**src/design/fpe_cfg.svh**
```systemverilog
// Constants for the four-bit port with shared clear pin.
// Assumes inclusion by bare name from design files only.
`ifndef FPE_CFG_SVH
`define FPE_CFG_SVH
`define FPE_BIDIR_W        3
`define FPE_PORT_W         4
`define FPE_DIR_W          8
`define FPE_PULLUP_BIT     7
`define FPE_INPUT_BIT      3
`define FPE_DIR_RESET      8'h07
`define FPE_LATCH_RESET    3'h0
`define FPE_ANALOG_RESET   3'h7
`define FPE_SYNC_STAGES    2
`endif

```
**src/design/fpe_pkg.sv**
```systemverilog
// Types for the four-bit port with shared clear pin.
// Assumes fpe_cfg.svh is on the include path.
`include "fpe_cfg.svh"
package fpe_pkg;
  // Configuration word bits that shape the fourth pin and, through largePackage, the three bidirectional pins.
  typedef struct packed {
    logic masterClearEnable;
    logic lowVoltageProgramEnable;
    logic largePackage;
  } fpe_config_s;
  // Software writes: strobes with their data.
  typedef struct packed {
    logic                      dirWrite;
    logic [`FPE_DIR_W-1:0]     dirData;
    logic                      latchWrite;
    logic [`FPE_BIDIR_W-1:0]   latchData;
    logic                      analogWrite;
    logic [`FPE_BIDIR_W-1:0]   analogData;
  } fpe_write_s;
endpackage : fpe_pkg

```
**src/design/fpe_port.sv**
```systemverilog
// Four-bit general-purpose port: three bidirectional pins and one input-only pin
// shared with master clear and programming voltage. Registers are plain ports.
// Assumes pins are synchronous-safe after the internal synchroniser.
`timescale 1ns/1ps
`default_nettype none
`include "fpe_cfg.svh"
module fpe_port #(
  parameter int BIDIR_W = `FPE_BIDIR_W
) (
  input  wire logic                         clk,
  input  wire logic                         rstn,
  input  wire fpe_pkg::fpe_config_s         cfg,
  input  wire fpe_pkg::fpe_write_s          wr,
  input  wire logic                         globalPullupDisable,
  input  wire logic [7:0]                   otherPortPullupBits,
  input  wire logic                         programmingActive,
  input  wire logic [BIDIR_W-1:0]           bidirPinsIn,
  input  wire logic                         inputOnlyPin,
  output logic      [BIDIR_W-1:0]           bidirPinsOut,
  output logic      [BIDIR_W-1:0]           bidirPinsOe,
  output logic      [`FPE_PORT_W-1:0]       fourthPortValue,
  output logic      [`FPE_DIR_W-1:0]        directionRegE,
  output logic      [BIDIR_W-1:0]           latchRegE,
  output logic      [BIDIR_W-1:0]           analogSelectRegE,
  output logic                              pin3PullupOn,
  output logic      [7:0]                   otherPortPullupOn,
  output logic                              masterClearInputN,
  output logic                              programmingVoltageSel,
  output logic                              portPresent
);

  // Software-visible state.
  logic [`FPE_DIR_W-1:0]   dir_reg, dir_next;
  logic [BIDIR_W-1:0]      lat_reg, lat_next;
  logic [BIDIR_W-1:0]      ans_reg, ans_next;
  // Synchroniser stages and registered outputs.
  logic [`FPE_PORT_W-1:0]  syncA_reg, syncB_reg;
  logic [`FPE_PORT_W-1:0]  portVal_reg, portVal_next;
  logic [BIDIR_W-1:0]      out_reg, out_next, oe_reg, oe_next;
  logic                    pu3_reg, pu3_next;
  logic [7:0]              puB_reg, puB_next;
  logic                    master_clear_input_reg, master_clear_input_next;
  logic                    vpp_reg, vpp_next;
  logic                    present_reg, present_next;
  logic                    forcePu;

  // Next values of the software registers; bits 6:3 of direction are unimplemented.
  always_comb begin
    dir_next = dir_reg;
    lat_next = lat_reg;
    ans_next = ans_reg;
    if (wr.dirWrite) begin
      dir_next = {wr.dirData[`FPE_PULLUP_BIT], 4'h0, wr.dirData[BIDIR_W-1:0]};
    end
    if (wr.latchWrite) begin
      lat_next = wr.latchData;
    end
    if (wr.analogWrite) begin
      ans_next = wr.analogData;
    end
  end

  // Fourth pin pull-up is forced by the clear or low-voltage programming setup.
  assign forcePu = (cfg.masterClearEnable & ~cfg.lowVoltageProgramEnable) | cfg.lowVoltageProgramEnable;

  // Pin drive, read value, pull-ups and fourth-pin function selection.
  always_comb begin
    out_next  = lat_reg;
    oe_next   = ~dir_reg[BIDIR_W-1:0];
    if (!cfg.largePackage) begin
      oe_next = '0;
    end
    portVal_next = '0;
    if (cfg.largePackage) begin
      portVal_next[BIDIR_W-1:0] = syncB_reg[BIDIR_W-1:0] & ~ans_reg;
    end
    if (!cfg.masterClearEnable) begin
      portVal_next[`FPE_INPUT_BIT] = syncB_reg[`FPE_INPUT_BIT];
    end
    pu3_next  = forcePu | (dir_reg[`FPE_PULLUP_BIT] & ~globalPullupDisable);
    puB_next  = otherPortPullupBits & {8{~globalPullupDisable}};
    master_clear_input_next = cfg.masterClearEnable ? syncB_reg[`FPE_INPUT_BIT] : 1'b1;
    vpp_next  = programmingActive;
    present_next = cfg.largePackage | ~cfg.masterClearEnable;
  end

  // Registers; reset makes bidirectional pins analog inputs with pull-ups off.
  always_ff @(posedge clk or negedge rstn) begin
    if (!rstn) begin
      dir_reg     <= `FPE_DIR_RESET;
      lat_reg     <= `FPE_LATCH_RESET;
      ans_reg     <= `FPE_ANALOG_RESET;
      syncA_reg   <= '0;
      syncB_reg   <= '0;
      portVal_reg <= '0;
      out_reg     <= '0;
      oe_reg      <= '0;
      pu3_reg     <= 1'b0;
      puB_reg     <= 8'h00;
      master_clear_input_reg    <= 1'b1;
      vpp_reg     <= 1'b0;
      present_reg <= 1'b0;
    end else begin
      dir_reg     <= dir_next;
      lat_reg     <= lat_next;
      ans_reg     <= ans_next;
      syncA_reg   <= {inputOnlyPin, bidirPinsIn};
      syncB_reg   <= syncA_reg;
      portVal_reg <= portVal_next;
      out_reg     <= out_next;
      oe_reg      <= oe_next;
      pu3_reg     <= pu3_next;
      puB_reg     <= puB_next;
      master_clear_input_reg    <= master_clear_input_next;
      vpp_reg     <= vpp_next;
      present_reg <= present_next;
    end
  end

  // Outputs straight from flip-flops.
  assign bidirPinsOut          = out_reg;
  assign bidirPinsOe           = oe_reg;
  assign fourthPortValue       = portVal_reg;
  assign directionRegE         = dir_reg;
  assign latchRegE             = lat_reg;
  assign analogSelectRegE      = ans_reg;
  assign pin3PullupOn          = pu3_reg;
  assign otherPortPullupOn     = puB_reg;
  assign masterClearInputN     = master_clear_input_reg;
  assign programmingVoltageSel = vpp_reg;
  assign portPresent           = present_reg;

endmodule : fpe_port
`default_nettype wire

```
**config.mk**
```make
export PLATFORM = sky130hd
export DESIGN_NAME = fpe_port
export DESIGN_NICKNAME = d
export VERILOG_FILES = /design/src/design/fpe_pkg.sv /design/src/design/fpe_port.sv
export VERILOG_INCLUDE_DIRS = /design/src /design/src/design
export SDC_FILE = /design/constraint.sdc
export NUM_CORES = 1
export LEC_CHECK = 0
export ABC_AREA = 1
export BUFFER_PORTS_ARGS = -buffer_cell sky130_fd_sc_hd__buf_2
export CORE_MARGIN = 2
export CORE_UTILIZATION = 43
export CTS_CLUSTER_DIAMETER = 150
export DETAILED_ROUTE_END_ITERATION = 10
export PLACE_DENSITY = 0.78
export SETUP_SLACK_MARGIN = 0.02
export SLEW_MARGIN = 10
export SYNTH_ARGS = -nofsm -noshare
export SYNTH_HDL_FRONTEND = slang
export SYNTH_SLANG_ARGS = --single-unit
```
**constraint.sdc**
```tcl
create_clock -name clk -period 0.8 [get_ports clk]
set_clock_uncertainty 0.05 [all_clocks]
set_input_delay 0.08 -clock clk [delete_from_list [all_inputs] [get_ports clk]]
set_output_delay 0.08 -clock clk [all_outputs]
set_load 0.01 [all_outputs]
```
==> out/metrics.yaml, run 1 <==
yosys:
  postSynthAreaPerCell_um2: 11.6
  ys_types: 9
  yosysSeqAreaShare_pct: 77.3
  synthCells: 113
  synth-seq-cells: 40
  ys_warn_count: 0
  syn_area_mm2: 0.00131
critical_path:
  cp.depth: 1
  reg2regPathDepth: 4
  worstSetupStartpointType: "register"
  crit_slowest_cell: "dfstp_2"
  arrival_ps: 1040
  cp_cell_sequence: "buf_6"
  worst-path-max-fanout: 2
  cp-end-kind: "primary output"
  crit_type: "register to primary output"
  cp.required_ps: 670
  critPathTopFamily: "flip-flops"
  slowest_delay_ps: 580
  worst-path-buf-inv: 1
sta:
  drv_slew: 0
  setup_viol: 45
  post-route-min-period_ps: 1170
  rsz0062_at_grt: "true"
  holdWs_ps: 154
  period_share_pct: 147
  max_freq_mhz: 853
  final_hold_viol_count: 0
  final.setup.worst_slack_ps: -372
final_layout:
  post-route-util_pct: 82.4
  multi_input_area_um2: 279
  syn_to_final_growth_pct: 78.5
  final_common_cell: "buf_2"
  regArea_mm2: 0.00101
  fill_cells: 143
  diodes: 0
  nets: 261
  largest_reg_flops: 8
  drive_above_1_share_pct: 49.1
  layout_common_cells: "buf_2, dfrtp_1, dlygate4sd3_1"
route:
  vias: 1183
  viasPerCell: 4.60
  drtIter0Drc: 79
  drcViolationCount: 0
  ant_nets: 0
  routedWlPerCell_um: 15.5
  dr.pass1.iters: 4
  totalWireLength_um: 4000
clock_tree:
  clock_sinks: 40
  ctsLongestPathBuffers: 2
  cts_made_buffers: 5
  cts_root_buffer: "clkbuf_4"
  ctsHtreeMaxLevel: 2
  cts_tree: "yes"
  clk_latency_ps: 340
  clk_pin_slew_ps: 130
place:
  gp_congestion: 0.788
  port_buffers: 63
  hpwl_um: 1720
run_status:
  status: "complete, but fails checks"
  violations: "setup timing"
global_routing:
  grt_overflow: 0
  antenna_found_initial: 0
  grt_pass1_wl_um: 5430
  grt_pass1_vias: 1192
  grtUsageTotal_pct: 22.4
  grt_max_degree: 41
pwr:
  ir_worst_vdd_mv: 1.49
  leakage_nw: 1.26
  power_density_mw_per_mm2: 1950
  finalPower_mw: 4.54
worst_hold_path:
  min_path_type: "primary input to asynchronous set/reset pin"
floorplanning:
  core_mm2: 0.00283
  initial_utilization_pct: 46.2
  dieArea_mm2: 0.00349
  io_pins: 72
  dieHeight_um: 59.1
  die_x_um: 59.1
  rows: 19
run:
  max_cap_viol_count: 0
[metrics by stage]
step	setup TNS, ps	instances	cell area, µm²	worst slack [ps]
6_report	-8950	257	2330	-372
5_1_grt	-10520	257	2330	-413
4_1_cts	-7630	254	2180	-354
3_5_place_dp	0	206	1650	21.1
3_3_place_gp	0	206	1650	31.0
2_1_floorplan	0	116	1320	46.6
[per-layer routing]
layer	vias up	part of all wire (%)	global-route usage (%)
met5	-	0	0
met4	0	4.0	10.1
met3	17	8.0	7.42
met2	69	54	42.2
met1	555	34	21.8
li1	542	-	-
[area by class of cell]
class                           count  area share, %
Tap cell                           31           1.66
Clock inverter                      1           1.29
Clock buffer                        7           2.79
Inverter                           14           2.36
Multi-Input combinational cell     57           12.0
Sequential cell                    40           43.3
Timing Repair Buffer              107           36.6
[cells by family (layout without fill, tap and decap cells)]
kind of cell	after synthesis	count (layout)	share of synthesized area (%)
buf+inv	19	129	7.18
other cells	1	4	0.287
flops	40	40	77.3
simple gates	53	53	15.2
[repair_timing]
item                                    4_1_cts  5_1_grt
gates resized for setup                      10       40
hold buffers                                 31        0
endpoints found under the setup margin       32       49
endpoints found under the hold margin        73        0
pin swaps                                     3       14
setup buffers                                 9        6
[Yosys cell counts, drive strengths merged]
cell type,number,area (µm²)
buf,5,41.3
conb,1,3.75
dfrtp,33,826
dfstp,7,184
inv,14,52.6
nand2,37,139
nor2,16,60.1
[worst paths after layout]
check	startpoint	slack, ps	end
max	analogSelectRegE[1]	-370	analogSelectRegE[1]
min	rstn	150	bidirPinsOe[0]
max reg2reg	analogSelectRegE[1]	-200	analogSelectRegE[1]
min reg2reg	syncA_reg[2]	290	syncB_reg[2]
max in group asynchronous	rstn	280	analogSelectRegE[1]
min in group clk	syncA_reg[2]	290	syncB_reg[2]
[where the power goes]
part	total [mW]	internal (mW)	switching, mW
combinational	0.795	0.440	0.355
sequential	2.25	2.18	0.0741
clock	1.50	0.830	0.666
Power figures use the tool's default switching activity.
==> inputs of run 2 (changes only) <==
--- a/constraint.sdc
+++ b/constraint.sdc
@@ -4,2 +4,2 @@
 set_output_delay 0.08 -clock clk [all_outputs]
-set_load 0.01 [all_outputs]
+set_load 0.005 [all_outputs]
==> out/metrics.yaml, run 2 (synthesis gave the netlist of run 1 again) <==
route:
  dr.pass1.iters: 4
  viasPerCell: 4.49
  totalWireLength_um: 3240
  ant_nets: 0
  drcViolationCount: 0
  routedWlPerCell_um: 12.6
  drtIter0Drc: 58
  vias: 1154
critical_path:
  worst-path-buf-inv: 1
  cp-end-kind: "primary output"
  cp_cell_sequence: "buf_2"
  crit_slowest_cell: "dfstp_2"
  cp.required_ps: 670
  slowest_delay_ps: 550
  worstSetupStartpointType: "register"
  worst-path-max-fanout: 2
  arrival_ps: 990
  critPathTopFamily: "flip-flops"
  crit_type: "register to primary output"
pwr:
  power_density_mw_per_mm2: 1950
  leakage_nw: 1.22
  finalPower_mw: 4.28
  ir_worst_vdd_mv: 1.35
run:
  max_cap_viol_count: 0
clock_tree:
  ctsLongestPathBuffers: 2
  clock_sinks: 40
  cts_made_buffers: 5
  cts_root_buffer: "clkbuf_4"
  cts_tree: "yes"
  clk_latency_ps: 320
  clk_pin_slew_ps: 110
  ctsHtreeMaxLevel: 2
sta:
  setup_viol: 46
  post-route-min-period_ps: 1120
  drv_slew: 0
  period_share_pct: 140
  final.setup.worst_slack_ps: -323
  final_hold_viol_count: 0
  max_freq_mhz: 891
  rsz0062_at_grt: "true"
place:
  postPlaceCellArea_mm2: 0.00165
  hpwl_um: 1720
  dp_slack_ps: 40.0
  port_buffers: 63
  gp_congestion: 0.781
final_layout:
  post-route-util_pct: 77.8
  nets: 261
  syn_to_final_growth_pct: 68.5
  postLayoutCellArea_mm2: 0.00220
  diodes: 0
  drive_above_1_share_pct: 43.8
  final_common_cell: "buf_2"
  largest_reg_flops: 8
  layout_common_cells: "buf_2, dfrtp_1, dlygate4sd3_1"
  fill_cells: 164
run_status:
  status: "complete, but fails checks"
  violations: "setup timing"
global_routing:
  grt_pass1_vias: 1069
  antenna_found_initial: 0
  grt_overflow: 0
  grtUsageTotal_pct: 17.9
  grt_pass1_wl_um: 4460
  grt_max_degree: 41
floorplanning:
  rows: 19
  dieHeight_um: 59.1
  die_x_um: 59.1
  initial_utilization_pct: 46.2
  io_pins: 72
  dieArea_mm2: 0.00349
  core_mm2: 0.00283
worst_hold_path:
  min_path_type: "primary input to asynchronous set/reset pin"
==> run 2: timing repair <==
| action | 4_1_cts | 5_1_grt |
|---|---|---|
| hold endpoints to repair | 73 | 0 |
| setup endpoints to repair | 32 | 49 |
| resized for setup | 0 | 17 |
| pin swaps | 0 | 4 |
| setup buffers | 10 | 3 |
| hold buffers | 31 | 0 |
==> run 2: final cells by class <==
cell class	instances	area [µm²]	area share (%)
multi-input cells	57	231	10.5
clock buffers	7	65.1	2.96
well taps	31	38.8	1.76
inverters	14	52.6	2.39
repair buffers	107	773	35.1
flip-flops and latches	40	1010	45.9
clock inverters	1	30.0	1.36
==> run 2: path summary, 6_finish.rpt <==
| kind | start | end | slack [ps] | depth (start not counted) |
|---|---|---|---|---|
| setup reg to reg | analogSelectRegE[2] | analogSelectRegE[2] | -160 | 4 |
| hold / removal | rstn | fourthPortValue[3] | 220 | 3 |
| setup / recovery | directionRegE[2] | directionRegE[2] | -320 | 1 |
| min in group clk | syncA_reg[2] | syncB_reg[2] | 300 | 0 |
| hold reg to reg | syncA_reg[2] | syncB_reg[2] | 300 | 0 |
| max in group asynchronous | rstn | analogSelectRegE[1] | 230 | 3 |
==> run 2: where the power goes <==
| part | switching [mW] | total, mW | leakage, nW | internal (mW) |
|---|---|---|---|---|
| logic | 0.269 | 0.638 | 0.695 | 0.370 |
| registers | 0.0516 | 2.22 | 0.478 | 2.17 |
| clock network | 0.590 | 1.42 | 0.0515 | 0.830 |
| total | 0.910 | 4.28 | 1.22 | 3.37 |
==> run 2: metal layers <==
layer  vias to the layer above  routed length (µm)  global-route usage, %
met5                         -                   0                      0
met4                         0                  38                   6.82
met3                         6                 234                   7.42
met2                        69                1810                   33.8
met1                       538                1160                   17.0
li1                        541                   -                      -
==> run 2: stage by stage <==
stage	TNS [ps]	std cells	hold WS (ps)
floorplan	0	116	-266
global placement	0	206	8.13
detailed placement	0	206	11.0
CTS	-6980	255	175
global route	-9310	257	195
finish	-7060	257	220
==> inputs of run 3 (changes only) <==
- GPL_ROUTABILITY_DRIVEN: not set -> 0
- REMOVE_ABC_BUFFERS: not set -> 1
==> out/metrics.yaml, run 3 (synthesis gave the netlist of run 1 again) <==
critical_path:
  rrSetupSlack_ps: -190
  reg2regPathDepth: 4
  slowest_delay_ps: 560
  crit_type: "register to primary output"
  cp_cell_sequence: "buf_2"
  worst-path-max-fanout: 3
  cp-endpoint: "analogSelectRegE[2]"
  worst-path-buf-inv: 1
  worstSetupStartpointType: "register"
  r2r-end: "directionRegE[0]"
  crit_slowest_cell: "dfstp_2"
  arrival_ps: 1000
  cp.depth: 1
  r2r-start: "directionRegE[0]"
  setup.worst_path.start: "analogSelectRegE[2]"
  cp.required_ps: 670
  critPathTopFamily: "flip-flops"
  cp-end-kind: "primary output"
final_layout:
  stdcell_count: 254
  syn_to_final_growth_pct: 67.3
  final_common_cell: "buf_2"
  regArea_mm2: 0.00101
  largest_reg_flops: 8
  diodes: 0
  layout_common_cells: "buf_2, dfrtp_1, dlygate4sd3_1"
  nets: 258
  fill_cells: 177
  drive_above_1_share_pct: 45.3
  multi_input_area_um2: 244
pwr:
  leakage_nw: 1.21
  power_density_mw_per_mm2: 1960
  ir_worst_vdd_mv: 1.10
  finalPower_mw: 4.28
clock_tree:
  cts_root_buffer: "clkbuf_4"
  ctsLongestPathBuffers: 2
  cts_tree: "yes"
  clk_pin_slew_ps: 110
  ctsHtreeMaxLevel: 2
  clock_sinks: 40
  cts_made_buffers: 5
  clk_latency_ps: 330
  hold_buffers: 30
sta:
  max_freq_mhz: 887
  period_share_pct: 141
  setup_viol: 43
  holdWs_ps: -46.0
  post-route-min-period_ps: 1130
  final_hold_viol_count: 8
  drv_slew: 0
  rsz0062_at_grt: "true"
  final.setup.worst_slack_ps: -327
  tns_ps: -6980
worst_hold_path:
  min_path_type: "primary input to register"
route:
  viasPerCell: 4.30
  drcViolationCount: 0
  drtIter0Drc: 30
  vias: 1093
  ant_nets: 0
  routedWlPerCell_um: 12.0
  dr.pass1.iters: 2
  totalWireLength_um: 3050
place:
  hpwl_um: 1770
  port_buffers: 63
  dp_cells: 206
  dp_slack_ps: 39.0
floorplanning:
  die_x_um: 59.1
  core_mm2: 0.00283
  io_pins: 72
  dieHeight_um: 59.1
  initial_utilization_pct: 46.2
  rows: 19
  dieArea_mm2: 0.00349
run_status:
  status: "complete, but fails checks"
  violations: "hold timing, setup timing"
global_routing:
  grtUsageTotal_pct: 18.8
  grt_pass1_vias: 1122
  grt_overflow: 0
  antenna_found_initial: 0
  grt_max_degree: 41
  grt_pass1_wl_um: 4690
run:
  max_cap_viol_count: 0
run 3: where the power goes:
part | switching, mW | internal [mW]
Combinational | 0.258 | 0.355
Clock | 0.606 | 0.830
Sequential | 0.0524 | 2.17
Total | 0.917 | 3.36
run 3: per-stage QoR:
stage	instance area [µm²]	util (%)
after floorplan	1280	-
after global placement	1650	58.3
after detailed placement	1650	58.3
after CTS	2110	74.7
after global routing	2190	77.3
final	2190	77.3
run 3: layout make-up:
type                            count  share of cell area [%]
Inverter                           14                    2.40
Multi-Input combinational cell     57                    11.2
Clock inverter                      1                    1.37
Tap cell                           31                    1.77
Sequential cell                    40                    46.2
Timing Repair Buffer              104                    34.1
Clock buffer                        7                    2.98
run 3: worst min-delay path by stage:
stage / startpoint / end / slack [ps] / cells after the start
after floorplan: rstn / bidirPinsOe[0] / -270 / 0
after global placement: rstn / fourthPortValue[2] / 8 / 2
after detailed placement: rstn / fourthPortValue[2] / 10 / 2
after CTS: globalPullupDisable / otherPortPullupOn[6] / -50 / 2
after global routing: globalPullupDisable / otherPortPullupOn[6] / -50 / 2
final: globalPullupDisable / otherPortPullupOn[6] / -50 / 2
run 3: metal layers:
metal / vias to the layer above / routed length, µm / global-route usage (%) / share of wire (%)
met5: - / 0 / 0 / 0
met4: 0 / 71 / 11.4 / 2.3
met3: 7 / 131 / 3.49 / 4.3
met2: 47 / 1670 / 34.9 / 55
met1: 502 / 1170 / 19.4 / 39
li1: 537 / - / - / -
run 3: timing repair:
item	4_1_cts	5_1_grt
setup buffers	8	4
hold endpoints to repair	71	8
gates resized for setup	2	18
pin swaps	1	9
endpoints found under the setup margin	33	48
